$ cat src/rtl/flash_event_pkg.sv
package flash_event_pkg;
  // ==========================================================================
  // register map: printed offsets are word indices, byte address is index * 4
  localparam int ADDR_W = 18;
  localparam logic [15:0] EVT_IDX = 16'hF241;
  localparam logic [15:0] ECC_IDX = 16'hFF00;
  localparam logic [15:0] CTRL_IDX = 16'hF280;
  localparam logic [15:0] CSTAT_IDX = 16'hF281;
  localparam logic [15:0] IRQ_STAT_IDX = 16'hF282;
  localparam logic [15:0] IRQ_MASK_IDX = 16'hF283;
  localparam logic [ADDR_W-1:0] EVT_ADDR = {EVT_IDX, 2'b00};
  localparam logic [ADDR_W-1:0] ECC_ADDR = {ECC_IDX, 2'b00};
  localparam logic [ADDR_W-1:0] CTRL_ADDR = {CTRL_IDX, 2'b00};
  localparam logic [ADDR_W-1:0] CSTAT_ADDR = {CSTAT_IDX, 2'b00};
  localparam logic [ADDR_W-1:0] IRQ_STAT_ADDR = {IRQ_STAT_IDX, 2'b00};
  localparam logic [ADDR_W-1:0] IRQ_MASK_ADDR = {IRQ_MASK_IDX, 2'b00};

  // ==========================================================================
  // field positions and values after reset
  localparam int MASTER_BIT = 15;
  localparam int LOAD_BIT = 7;
  localparam int PROG_BIT = 6;
  localparam int ERASE_BIT = 5;
  localparam int RST_BIT = 4;
  localparam int OTP_LOCK_BIT = 6;
  localparam int OTP_BL_BIT = 5;
  localparam int CTRL_POL_BIT = 0;
  localparam int CTRL_AUTO_BIT = 1;
  localparam logic [15:0] EVT_COLD_RST = 16'h8080;
  localparam logic [15:0] EVT_WARM_VAL = 16'h8010;
  localparam logic CTRL_POL_RST = 1'b1;
  localparam logic CTRL_AUTO_RST = 1'b0;
  localparam logic [3:0] ECC_FAIL_NIB = 4'hA;
  localparam int IRQ_W = 4;
  localparam int IRQ_EVENT = 0;
  localparam int IRQ_FAIL = 1;
  localparam int IRQ_INVALID = 2;
  localparam int IRQ_RESET = 3;

  // ==========================================================================
  // controller status encodings (otp bits merged at read time)
  localparam logic [15:0] CS_OK = 16'h0000;
  localparam logic [15:0] CS_LOAD_ONGO = 16'hA000;
  localparam logic [15:0] CS_PROG_ONGO = 16'h9000;
  localparam logic [15:0] CS_ERASE_ONGO = 16'h8800;
  localparam logic [15:0] CS_RESET_ONGO = 16'h8080;
  localparam logic [15:0] CS_LOAD_FAIL = 16'h2400;
  localparam logic [15:0] CS_PROG_FAIL = 16'h1400;
  localparam logic [15:0] CS_ERASE_FAIL = 16'h0C00;
  localparam logic [15:0] CS_CACHE_FAIL = 16'hA400;
  localparam logic [15:0] CS_LOAD_RESET = 16'h2480;
  localparam logic [15:0] CS_PROG_RESET = 16'h1480;
  localparam logic [15:0] CS_ERASE_RESET = 16'h0C80;
  localparam logic [15:0] CS_INVALID = 16'h0400;

  // ==========================================================================
  // command codes
  localparam logic [15:0] CMD_LOAD0 = 16'h0000;
  localparam logic [15:0] CMD_LOAD1 = 16'h000E;
  localparam logic [15:0] CMD_LOAD2 = 16'h000C;
  localparam logic [15:0] CMD_LOAD3 = 16'h000A;
  localparam logic [15:0] CMD_LOAD4 = 16'h0013;
  localparam logic [15:0] CMD_PROG0 = 16'h0080;
  localparam logic [15:0] CMD_PROG1 = 16'h001A;
  localparam logic [15:0] CMD_PROG2 = 16'h001B;
  localparam logic [15:0] CMD_ERASE0 = 16'h0094;
  localparam logic [15:0] CMD_ERASE1 = 16'h0095;
  localparam logic [15:0] CMD_ERASE2 = 16'h0030;
  localparam logic [15:0] CMD_RST0 = 16'h00B0;
  localparam logic [15:0] CMD_RST1 = 16'h00F0;
  localparam logic [15:0] CMD_RST2 = 16'h00F3;
  localparam logic [15:0] CMD_MISC0 = 16'h0065;
  localparam logic [15:0] CMD_MISC1 = 16'h0023;
  localparam logic [15:0] CMD_MISC2 = 16'h0071;
  localparam logic [15:0] CMD_MISC3 = 16'h002A;
  localparam logic [15:0] CMD_MISC4 = 16'h0027;
  localparam logic [15:0] CMD_MISC5 = 16'h002C;

  // ==========================================================================
  // types
  typedef enum logic [2:0] {
    OP_NONE, OP_LOAD, OP_PROG, OP_ERASE, OP_RESET, OP_MISC, OP_CACHE
  } op_e;
  typedef enum logic [2:0] {
    ST_IDLE = 3'b000,
    ST_CACHE_WAIT = 3'b001,
    ST_CACHE_RUN = 3'b011,
    ST_FINISH = 3'b010,
    ST_BUSY = 3'b100
  } st_e;
  typedef struct packed {
    logic master;
    logic load_f;
    logic prog_f;
    logic erase_f;
    logic rst_f;
    logic pol;
    logic auto_mode;
    logic pin;
    logic irq_out;
    logic [15:0] cstat;
    logic [15:0] ecc;
    logic [IRQ_W-1:0] irq_stat;
    logic [IRQ_W-1:0] irq_mask;
    op_e op;
    st_e st;
    logic [31:0] rdata;
  } state_s;
endpackage

$ cat src/rtl/flash_event_flags.sv
// Our own choice: the APB interface to the registers.
`timescale 1ns/1ps
// Operation
// - 16-bit event flag register: master bit 15, load/program/erase/reset bits 7..4
// - event flags read 8080h after cold reset, 8010h after warm or hot reset
// - the event pin follows the master flag at all times
// - master flag cleared: pin low when polarity high, high when polarity low
// - master sets with any completion flag or on listed command completions
// - master, load, program, erase clear on zero write, reset, or auto-mode command
// - reset flag clears only on zero write or auto-mode command
// - load flag sets on load command, buffer load or boot completion
// - program flag sets when a program command completes
// - erase flag sets when an erase command completes
// - reset flag sets on reset command completion or warm reset release
// - failed load marks affected main and spare ecc fields as 10
// - two-bit error in block burst read reports the load-fail encoding
// - load ended by reset reports all ecc fields as 00
// - cache read shows load-ongoing once the event pin goes active after the command
// - cache read shows load-ok only after finish-cache-read completes
module flash_event_flags
  import flash_event_pkg::*;
#(
  parameter logic [15:0] CACHE_READ_CMD = 16'h00C0,
  parameter logic [15:0] FINISH_CACHE_CMD = 16'h00C1
) (
  input wire logic pclk,
  input wire logic presetn,
  input wire logic psel,
  input wire logic penable,
  input wire logic pwrite,
  input wire logic [ADDR_W-1:0] paddr,
  input wire logic [31:0] pwdata,
  input wire logic [3:0] pstrb,
  output logic [31:0] prdata,
  output logic pready,
  output logic pslverr,
  input wire logic cmd_wr,
  input wire logic [15:0] cmd_code,
  input wire logic op_done,
  input wire logic op_fail,
  input wire logic buf_load_done,
  input wire logic boot_done,
  input wire logic ecc_update,
  input wire logic [15:0] ecc_value,
  input wire logic [3:0] ecc_fail_sectors,
  input wire logic burst_2bit_err,
  input wire logic reset_active,
  input wire logic warm_reset_release,
  input wire logic otp_block_lock_state,
  input wire logic first_block_otp_lock_state,
  output logic event_pin,
  output logic irq
);

  // ==========================================================================
  // state
  localparam state_s STATE_RST = '{
    master: EVT_COLD_RST[MASTER_BIT], load_f: EVT_COLD_RST[LOAD_BIT],
    prog_f: EVT_COLD_RST[PROG_BIT], erase_f: EVT_COLD_RST[ERASE_BIT],
    rst_f: EVT_COLD_RST[RST_BIT], pol: CTRL_POL_RST, auto_mode: CTRL_AUTO_RST,
    pin: EVT_COLD_RST[MASTER_BIT] ? CTRL_POL_RST : ~CTRL_POL_RST, irq_out: 1'b0,
    cstat: CS_OK, ecc: 16'h0000, irq_stat: '0, irq_mask: '0,
    op: OP_NONE, st: ST_IDLE, rdata: 32'h00000000};

  state_s s_r, s_nxt;
  logic apb_setup, apb_wr;
  logic hit_evt, hit_ecc, hit_ctrl, hit_cstat, hit_istat, hit_imask, hit_any;
  logic [15:0] event_flag_register, cstat_view, ecc_fail_pat, ecc_fail_keep;

  // ==========================================================================
  // apb decode; single access cycle, unmapped addresses answer with an error
  assign apb_setup = psel && !penable;
  assign apb_wr = psel && penable && pwrite;
  assign hit_evt = (paddr == EVT_ADDR);
  assign hit_ecc = (paddr == ECC_ADDR);
  assign hit_ctrl = (paddr == CTRL_ADDR);
  assign hit_cstat = (paddr == CSTAT_ADDR);
  assign hit_istat = (paddr == IRQ_STAT_ADDR);
  assign hit_imask = (paddr == IRQ_MASK_ADDR);
  assign hit_any = hit_evt || hit_ecc || hit_ctrl || hit_cstat || hit_istat || hit_imask;
  assign pready = 1'b1;
  assign pslverr = psel && penable && !hit_any;
  assign prdata = s_r.rdata;
  assign event_pin = s_r.pin;
  assign irq = s_r.irq_out;

  // register views
  // flag layout
  assign event_flag_register = {s_r.master, 7'h00, s_r.load_f, s_r.prog_f, s_r.erase_f,
                                s_r.rst_f, 4'h0};
  assign cstat_view = s_r.cstat | ({15'h0, otp_block_lock_state} << OTP_LOCK_BIT)
                      | ({15'h0, first_block_otp_lock_state} << OTP_BL_BIT);

  // per-sector ecc fail pattern: both main and spare fields go to 10
  for (genvar i = 0; i < 4; i++) begin : g_ecc
    assign ecc_fail_pat[4*i+3:4*i] = ecc_fail_sectors[i] ? ECC_FAIL_NIB : 4'h0;
    assign ecc_fail_keep[4*i+3:4*i] = ecc_fail_sectors[i] ? 4'h0 : 4'hF;
  end

  // ==========================================================================
  // next-state logic; every set beats a clear arriving in the same cycle
  always_comb begin
    logic is_load, is_prog, is_erase, is_rst, is_misc, busy_done;
    logic set_load, set_prog, set_erase, set_rst, set_misc;
    logic clr_any, clr_auto, fail_ev, inval_ev;
    logic wz_master, wz_load, wz_prog, wz_erase, wz_rst;
    is_load = cmd_code inside {CMD_LOAD0, CMD_LOAD1, CMD_LOAD2, CMD_LOAD3, CMD_LOAD4};
    is_prog = cmd_code inside {CMD_PROG0, CMD_PROG1, CMD_PROG2};
    is_erase = cmd_code inside {CMD_ERASE0, CMD_ERASE1, CMD_ERASE2};
    is_rst = cmd_code inside {CMD_RST0, CMD_RST1, CMD_RST2};
    is_misc = cmd_code inside {CMD_MISC0, CMD_MISC1, CMD_MISC2, CMD_MISC3, CMD_MISC4,
                               CMD_MISC5};
    busy_done = op_done && (s_r.st == ST_BUSY);
    set_load = 1'b0;
    set_prog = busy_done && (s_r.op == OP_PROG);
    set_erase = busy_done && (s_r.op == OP_ERASE);
    set_misc = busy_done && (s_r.op == OP_MISC);
    fail_ev = (op_done && op_fail && (s_r.st != ST_IDLE)) || burst_2bit_err;
    inval_ev = 1'b0;
    clr_auto = cmd_wr && s_r.auto_mode;
    clr_any = reset_active || clr_auto;
    wz_master = apb_wr && hit_evt && pstrb[1] && !pwdata[MASTER_BIT];
    wz_load = apb_wr && hit_evt && pstrb[0] && !pwdata[LOAD_BIT];
    wz_prog = apb_wr && hit_evt && pstrb[0] && !pwdata[PROG_BIT];
    wz_erase = apb_wr && hit_evt && pstrb[0] && !pwdata[ERASE_BIT];
    wz_rst = apb_wr && hit_evt && pstrb[0] && !pwdata[RST_BIT];
    set_rst = (busy_done && (s_r.op == OP_RESET)) || warm_reset_release;
    s_nxt = s_r;

    // fresh ecc results from the correction engine
    if (ecc_update) begin
      s_nxt.ecc = ecc_value;
    end

    // operation completion
    case (s_r.st)
      ST_BUSY: begin
        if (op_done) begin
          s_nxt.st = ST_IDLE;
          s_nxt.op = OP_NONE;
          s_nxt.cstat = CS_OK;
          if (s_r.op == OP_LOAD) begin
            set_load = 1'b1;
            if (op_fail) begin
              s_nxt.cstat = CS_LOAD_FAIL;
              s_nxt.ecc = (s_nxt.ecc & ecc_fail_keep) | ecc_fail_pat;
            end
          end else if (op_fail && (s_r.op == OP_PROG)) begin
            s_nxt.cstat = CS_PROG_FAIL;
          end else if (op_fail && (s_r.op == OP_ERASE)) begin
            s_nxt.cstat = CS_ERASE_FAIL;
          end
        end
      end
      ST_CACHE_WAIT: begin
        if (op_done) begin
          set_load = 1'b1;
          s_nxt.st = op_fail ? ST_IDLE : ST_CACHE_RUN;
          s_nxt.cstat = op_fail ? CS_CACHE_FAIL : CS_LOAD_ONGO;
        end
      end
      ST_CACHE_RUN: begin
        if (op_done && op_fail) begin
          s_nxt.st = ST_IDLE;
          s_nxt.cstat = CS_CACHE_FAIL;
        end
      end
      ST_FINISH: begin
        if (op_done) begin
          set_load = 1'b1;
          s_nxt.st = ST_IDLE;
          s_nxt.op = OP_NONE;
          s_nxt.cstat = op_fail ? CS_CACHE_FAIL : CS_OK;
        end
      end
      default: begin
        s_nxt.st = ST_IDLE;
      end
    endcase

    if (burst_2bit_err) begin
      s_nxt.cstat = CS_LOAD_FAIL;
    end

    // new command: ecc results are dropped whenever another command arrives
    if (cmd_wr) begin
      s_nxt.ecc = 16'h0000;
      if (is_load) begin
        s_nxt.op = OP_LOAD;
        s_nxt.st = ST_BUSY;
        s_nxt.cstat = CS_LOAD_ONGO;
      end else if (is_prog) begin
        s_nxt.op = OP_PROG;
        s_nxt.st = ST_BUSY;
        s_nxt.cstat = CS_PROG_ONGO;
      end else if (is_erase) begin
        s_nxt.op = OP_ERASE;
        s_nxt.st = ST_BUSY;
        s_nxt.cstat = CS_ERASE_ONGO;
      end else if (is_rst) begin
        s_nxt.op = OP_RESET;
        s_nxt.st = ST_BUSY;
        s_nxt.cstat = CS_RESET_ONGO;
      end else if (is_misc) begin
        s_nxt.op = OP_MISC;
        s_nxt.st = ST_BUSY;
      end else if (cmd_code == CACHE_READ_CMD) begin
        s_nxt.op = OP_CACHE;
        s_nxt.st = ST_CACHE_WAIT;
      end else if ((cmd_code == FINISH_CACHE_CMD) && (s_r.st == ST_CACHE_RUN)) begin
        s_nxt.st = ST_FINISH;
      end else begin
        inval_ev = 1'b1;
        s_nxt.cstat = CS_INVALID;
      end
    end

    // load aborted by reset reports clean ecc
    if (reset_active && (s_r.st != ST_IDLE)) begin
      s_nxt.st = ST_IDLE;
      s_nxt.op = OP_NONE;
      if ((s_r.op == OP_LOAD) || (s_r.op == OP_CACHE)) begin
        s_nxt.cstat = CS_LOAD_RESET;
        s_nxt.ecc = 16'h0000;
      end else if (s_r.op == OP_PROG) begin
        s_nxt.cstat = CS_PROG_RESET;
      end else if (s_r.op == OP_ERASE) begin
        s_nxt.cstat = CS_ERASE_RESET;
      end
    end

    set_load = set_load || buf_load_done || boot_done;
    // flags cleared by zero write, reset or auto mode; the reset flag only by zero write or auto mode
    s_nxt.load_f = set_load || (s_r.load_f && !(wz_load || clr_any));
    s_nxt.prog_f = set_prog || (s_r.prog_f && !(wz_prog || clr_any));
    s_nxt.erase_f = set_erase || (s_r.erase_f && !(wz_erase || clr_any));
    s_nxt.rst_f = set_rst || (s_r.rst_f && !(wz_rst || clr_auto));
    s_nxt.master = set_load || set_prog || set_erase || set_rst || set_misc
                   || (s_r.master && !(wz_master || clr_any));

    // control and mask writes
    if (apb_wr && hit_ctrl && pstrb[0]) begin
      s_nxt.pol = pwdata[CTRL_POL_BIT];
      s_nxt.auto_mode = pwdata[CTRL_AUTO_BIT];
    end
    if (apb_wr && hit_imask && pstrb[0]) begin
      s_nxt.irq_mask = pwdata[IRQ_W-1:0];
    end

    // sticky interrupt causes, write one to clear
    s_nxt.irq_stat = {set_rst, inval_ev, fail_ev, s_nxt.master && !s_r.master}
                     | (s_r.irq_stat & ~((apb_wr && hit_istat && pstrb[0]) ?
                                        pwdata[IRQ_W-1:0] : {IRQ_W{1'b0}}));
    s_nxt.irq_out = |(s_nxt.irq_stat & s_nxt.irq_mask);

    s_nxt.pin = s_nxt.master ? s_nxt.pol : !s_nxt.pol;

    // read data captured in the setup cycle, presented in the access cycle
    if (apb_setup) begin
      if (hit_evt) begin
        s_nxt.rdata = {16'h0000, event_flag_register};
      end else if (hit_ecc) begin
        s_nxt.rdata = {16'h0000, s_r.ecc};
      end else if (hit_ctrl) begin
        s_nxt.rdata = {30'h0, s_r.auto_mode, s_r.pol};
      end else if (hit_cstat) begin
        s_nxt.rdata = {16'h0000, cstat_view};
      end else if (hit_istat) begin
        s_nxt.rdata = {28'h0000000, s_r.irq_stat};
      end else if (hit_imask) begin
        s_nxt.rdata = {28'h0000000, s_r.irq_mask};
      end else begin
        s_nxt.rdata = 32'h00000000;
      end
    end
  end

  // ==========================================================================
  // cold defaults on power-up reset
  always_ff @(posedge pclk or negedge presetn) begin
    if (!presetn) begin
      s_r <= STATE_RST;
    end else begin
      s_r <= s_nxt;
    end
  end
endmodule

$ cat config.mk
export PLATFORM = sky130hd
export DESIGN_NAME = flash_event_flags
export DESIGN_NICKNAME = d
export VERILOG_FILES = /design/src/rtl/flash_event_pkg.sv /design/src/rtl/flash_event_flags.sv
export SDC_FILE = /design/constraint.sdc
export NUM_CORES = 1
export LEC_CHECK = 0
export ABC_CLOCK_PERIOD_IN_PS = 2000
export BUFFER_PORTS_ARGS = -buffer_cell sky130_fd_sc_hd__buf_2
export CAP_MARGIN = 20
export CELL_PAD_IN_SITES_DETAIL_PLACEMENT = 1
export CELL_PAD_IN_SITES_GLOBAL_PLACEMENT = 2
export CORE_ASPECT_RATIO = 1.75
export CORE_MARGIN = 2
export CORE_UTILIZATION = 27
export CTS_CLUSTER_SIZE = 10
export DETAILED_ROUTE_END_ITERATION = 16
export PLACE_DENSITY_LB_ADDON = 0.1
export SYNTH_ARGS = -nofsm -noshare
export SYNTH_HDL_FRONTEND = slang
export SYNTH_SLANG_ARGS = --single-unit
$ cat constraint.sdc
create_clock -name pclk -period 2 [get_ports pclk]
set_input_delay 0.1 -clock pclk [delete_from_list [all_inputs] [get_ports pclk]]
set_output_delay 0.1 -clock pclk [all_outputs]
set_load 0.005 [all_outputs]
==> flow_summary.ini <==
[timing]
rsz0062_at_grt = true
relSlewSlack_pct = 64.4
min_period_ps = 1980
fin_crit_sh_pct = 99.1
setup_viol_count_final = 0
max_freq_mhz = 505
hold_viol_final = 0
slew_violations = 0
clock_skew_ps = 4.12
worst_slew_pin_slew_ps = 533
worst_slack_ps = 18.7

[worst_hold_path]
hold_end = s_r[58]
holdCritStartpoint = ecc_value[12]
hp-class = in -> reg
holdPathStages = 3

[power]
ir_drop_v = 0.000280
power_density_nw_per_um2 = 612
cellLeakagePower_nw = 2.72

[clock_tree]
numCtsBuffers = 9
cts_sinks = 71
cts_buffer_depth = 2
clkTransAtPathRegs_ps = 60
clkLatencyLatePin_ps = 330
cts_max_level = 3
root_buffer = clkbuf_16
cts_tree = done

[global_routing]
top_usage_layer = met2
grt_pass1_vias = 4386
globalRouteMet2Util_pct = 35.9
antenna_found_initial = 0
grt_max_degree = 72
gr-usage-met1_pct = 17.6
grtUsageMet3_pct = 2.59
grt_usage_pct = 17.9
grt_pass1_wl_um = 23700
grt_overflow = 0

[synth]
synth_common_cells = 67 x dfrtp_1, 51 x nand2_1, 33 x buf_4
ys.flop_type = dfrtp_1
synthSimpleGateAreaFrac_pct = 24.5
synth_area_leader_cell = dfrtp_1
avgSynthCellArea_um2 = 9.07
synth_area_um2 = 4410
ys_types = 67
synthTopCellsByArea = dfrtp_1 38%, buf_4 5.6%, nand2_1 4.3%
synth_edf_count = 0
synthXorXnorAreaFrac_pct = 0.795
async_flop_share_pct = 100
synth.yosys.seq_area_share_pct = 40.4
synth.most_common_cell = dfrtp_1
synth_top_family_by_area = simple AND/OR/NAND/NOR gates
yosys_warnings = 0
synth_top_area_share_pct = 38.0
synth_compound_gate_area_share_pct = 19.2
synthMuxAreaShare_pct = 6.36
synth_adder_area_share_pct = 0
synthCells = 486
synth-seq-cells = 71

[floorplanning]
row_count = 61
die-area_um2 = 17400
io_pins = 142
core_area_um2 = 16000
die_y_um = 173
start_util_pct = 27.6
die_x_um = 101

[critical_path]
regToRegEndpoint = s_r[75]
ff2ff_path_depth = 7
crit_path_start_kind = primary input
r2r_start = s_r[32]
worstSetupPathType = in -> reg
arrival_ps = 2210
r2r_slack_ps = 30
cp.required_ps = 2230
path_max_fanout = 7
cp-end-kind = flop

[drt]
via_count = 4182
drtIter0Drc = 154
route.detailed.drc = 0
vias_per_cell = 5.13
ant_nets = 0
wl_per_cell_um = 19.0
drt-total-wl_um = 15500
dr.pass1.iters = 7

[placed_design]
dp_hpwl_um = 12500
preCtsSetupSlack_ps = -220
dpl_cell_area_um2 = 5350
portBuffers = 99
gp_congestion = 0.806

[layout]
fin_area_um2 = 5790
area_delta_synth_final_pct = 31.4
drive_gt1_share_pct = 36.6
nets = 727
utilization_pct = 36.3
n_fill_cell = 1905
register_area_um2 = 1780
antenna_cells = 0
multi_input_area_um2 = 2370

[outcome]
status = completed

[job]
cap_violations = 0
-- cells in the final DEF (no fill, tap or decap), types with 8 or more instances in the layout --
cell,synthesis,final
buf_4,33,63
conb_1,2,17
nand3_1,10,10
or2_2,8,8
a21oi_1,29,28
dfrtp_1,67,66
nor2b_1,9,8
mux2_2,8,8
nand2b_1,8,8
o21ai_0,32,30
nand2_1,51,50
nor2_1,28,27
mux2i_1,19,19
and2_1,15,14
clkbuf_16,0,9
buf_2,1,99
inv_1,8,8
-- cell families after synthesis --
group / Yosys count
other: 2
buffers and inverters: 67
AOI/OAI and AO/OA: 124
and+or+nand+nor: 191
xor gates and xnor gates: 4
muxes: 27
DFF: 71
-- per-layer routing --
| layer | wire (um) | share of wire (%) | vias up |
|---|---|---|---|
| li1 | - | - | 2001 |
| met1 | 5450 | 35 | 2056 |
| met2 | 9140 | 59 | 107 |
| met3 | 526 | 3.4 | 18 |
| met4 | 406 | 2.6 | 0 |
| met5 | 0 | 0 | - |
-- sequential cells by signal (all words and copies together), names as in the netlist --
signal and flops:
event_flag_register 5, prdata 16, s_r 48, irq 1
event_pin 1
-- report_power, final --
group	switching (mW)	leakage (nW)	internal, mW	total [mW]
combinational	0.253	1.65	0.192	0.444
clock	0.640	0.145	0.967	1.61
sequential	0.0229	0.926	1.47	1.49
total	0.915	2.72	2.63	3.54
-- what timing repair did --
item / 4_1_cts / 5_1_grt
pin swaps: 1 / 9
endpoints found under the setup margin: 16 / 16
gates cloned: 0 / 1
hold buffers: 1 / 0
gates resized for setup: 5 / 10
buffers inserted: 3 / 7
endpoints found under the hold margin: 67 / 0
-- how the worst max path moves through the flow --
stage | slack (ps) | endpoint | cells after the start | from
after floorplan | -8 | s_r[72] | 6 | cmd_code[9]
after global placement | -190 | s_r[72] | 7 | cmd_code[9]
after detailed placement | -220 | s_r[72] | 7 | cmd_code[9]
after CTS | -0.3 | s_r[72] | 8 | s_r[34]
after global routing | -60 | s_r[72] | 9 | cmd_code[13]
final | 20 | s_r[72] | 9 | cmd_code[13]
-- cell type report --
class	instances	area share, %
Clock buffer	9	3.89
Clock inverter	7	1.27
Inverter	8	0.518
Multi-Input combinational cell	363	41.0
Sequential cell	71	30.8
Tap cell	189	4.08
Timing Repair Buffer	168	18.5
-- critical path: stages --
cell	delay, ps
buf_2	90
or4_4	530
or2_4	280
a2111oi_4	380
nor3b_4	90
buf_12	150
buf_4	130
a2111o_1	290
a21o_1	160
-- per-stage QoR --
stage          std cells  TNS, ps  hold slack (ps)  total power, mW
2_1_floorplan        501    -7.78             -196             1.74
3_3_place_gp         788    -3060              164             1.94
3_5_place_dp         788    -3740              158             1.95
4_1_cts              808   -0.329             11.0             3.59
5_1_grt              815     -104             21.9             3.69
6_report             815        0             15.9             3.54
No activity file was read; power rests on OpenSTA's default activity.
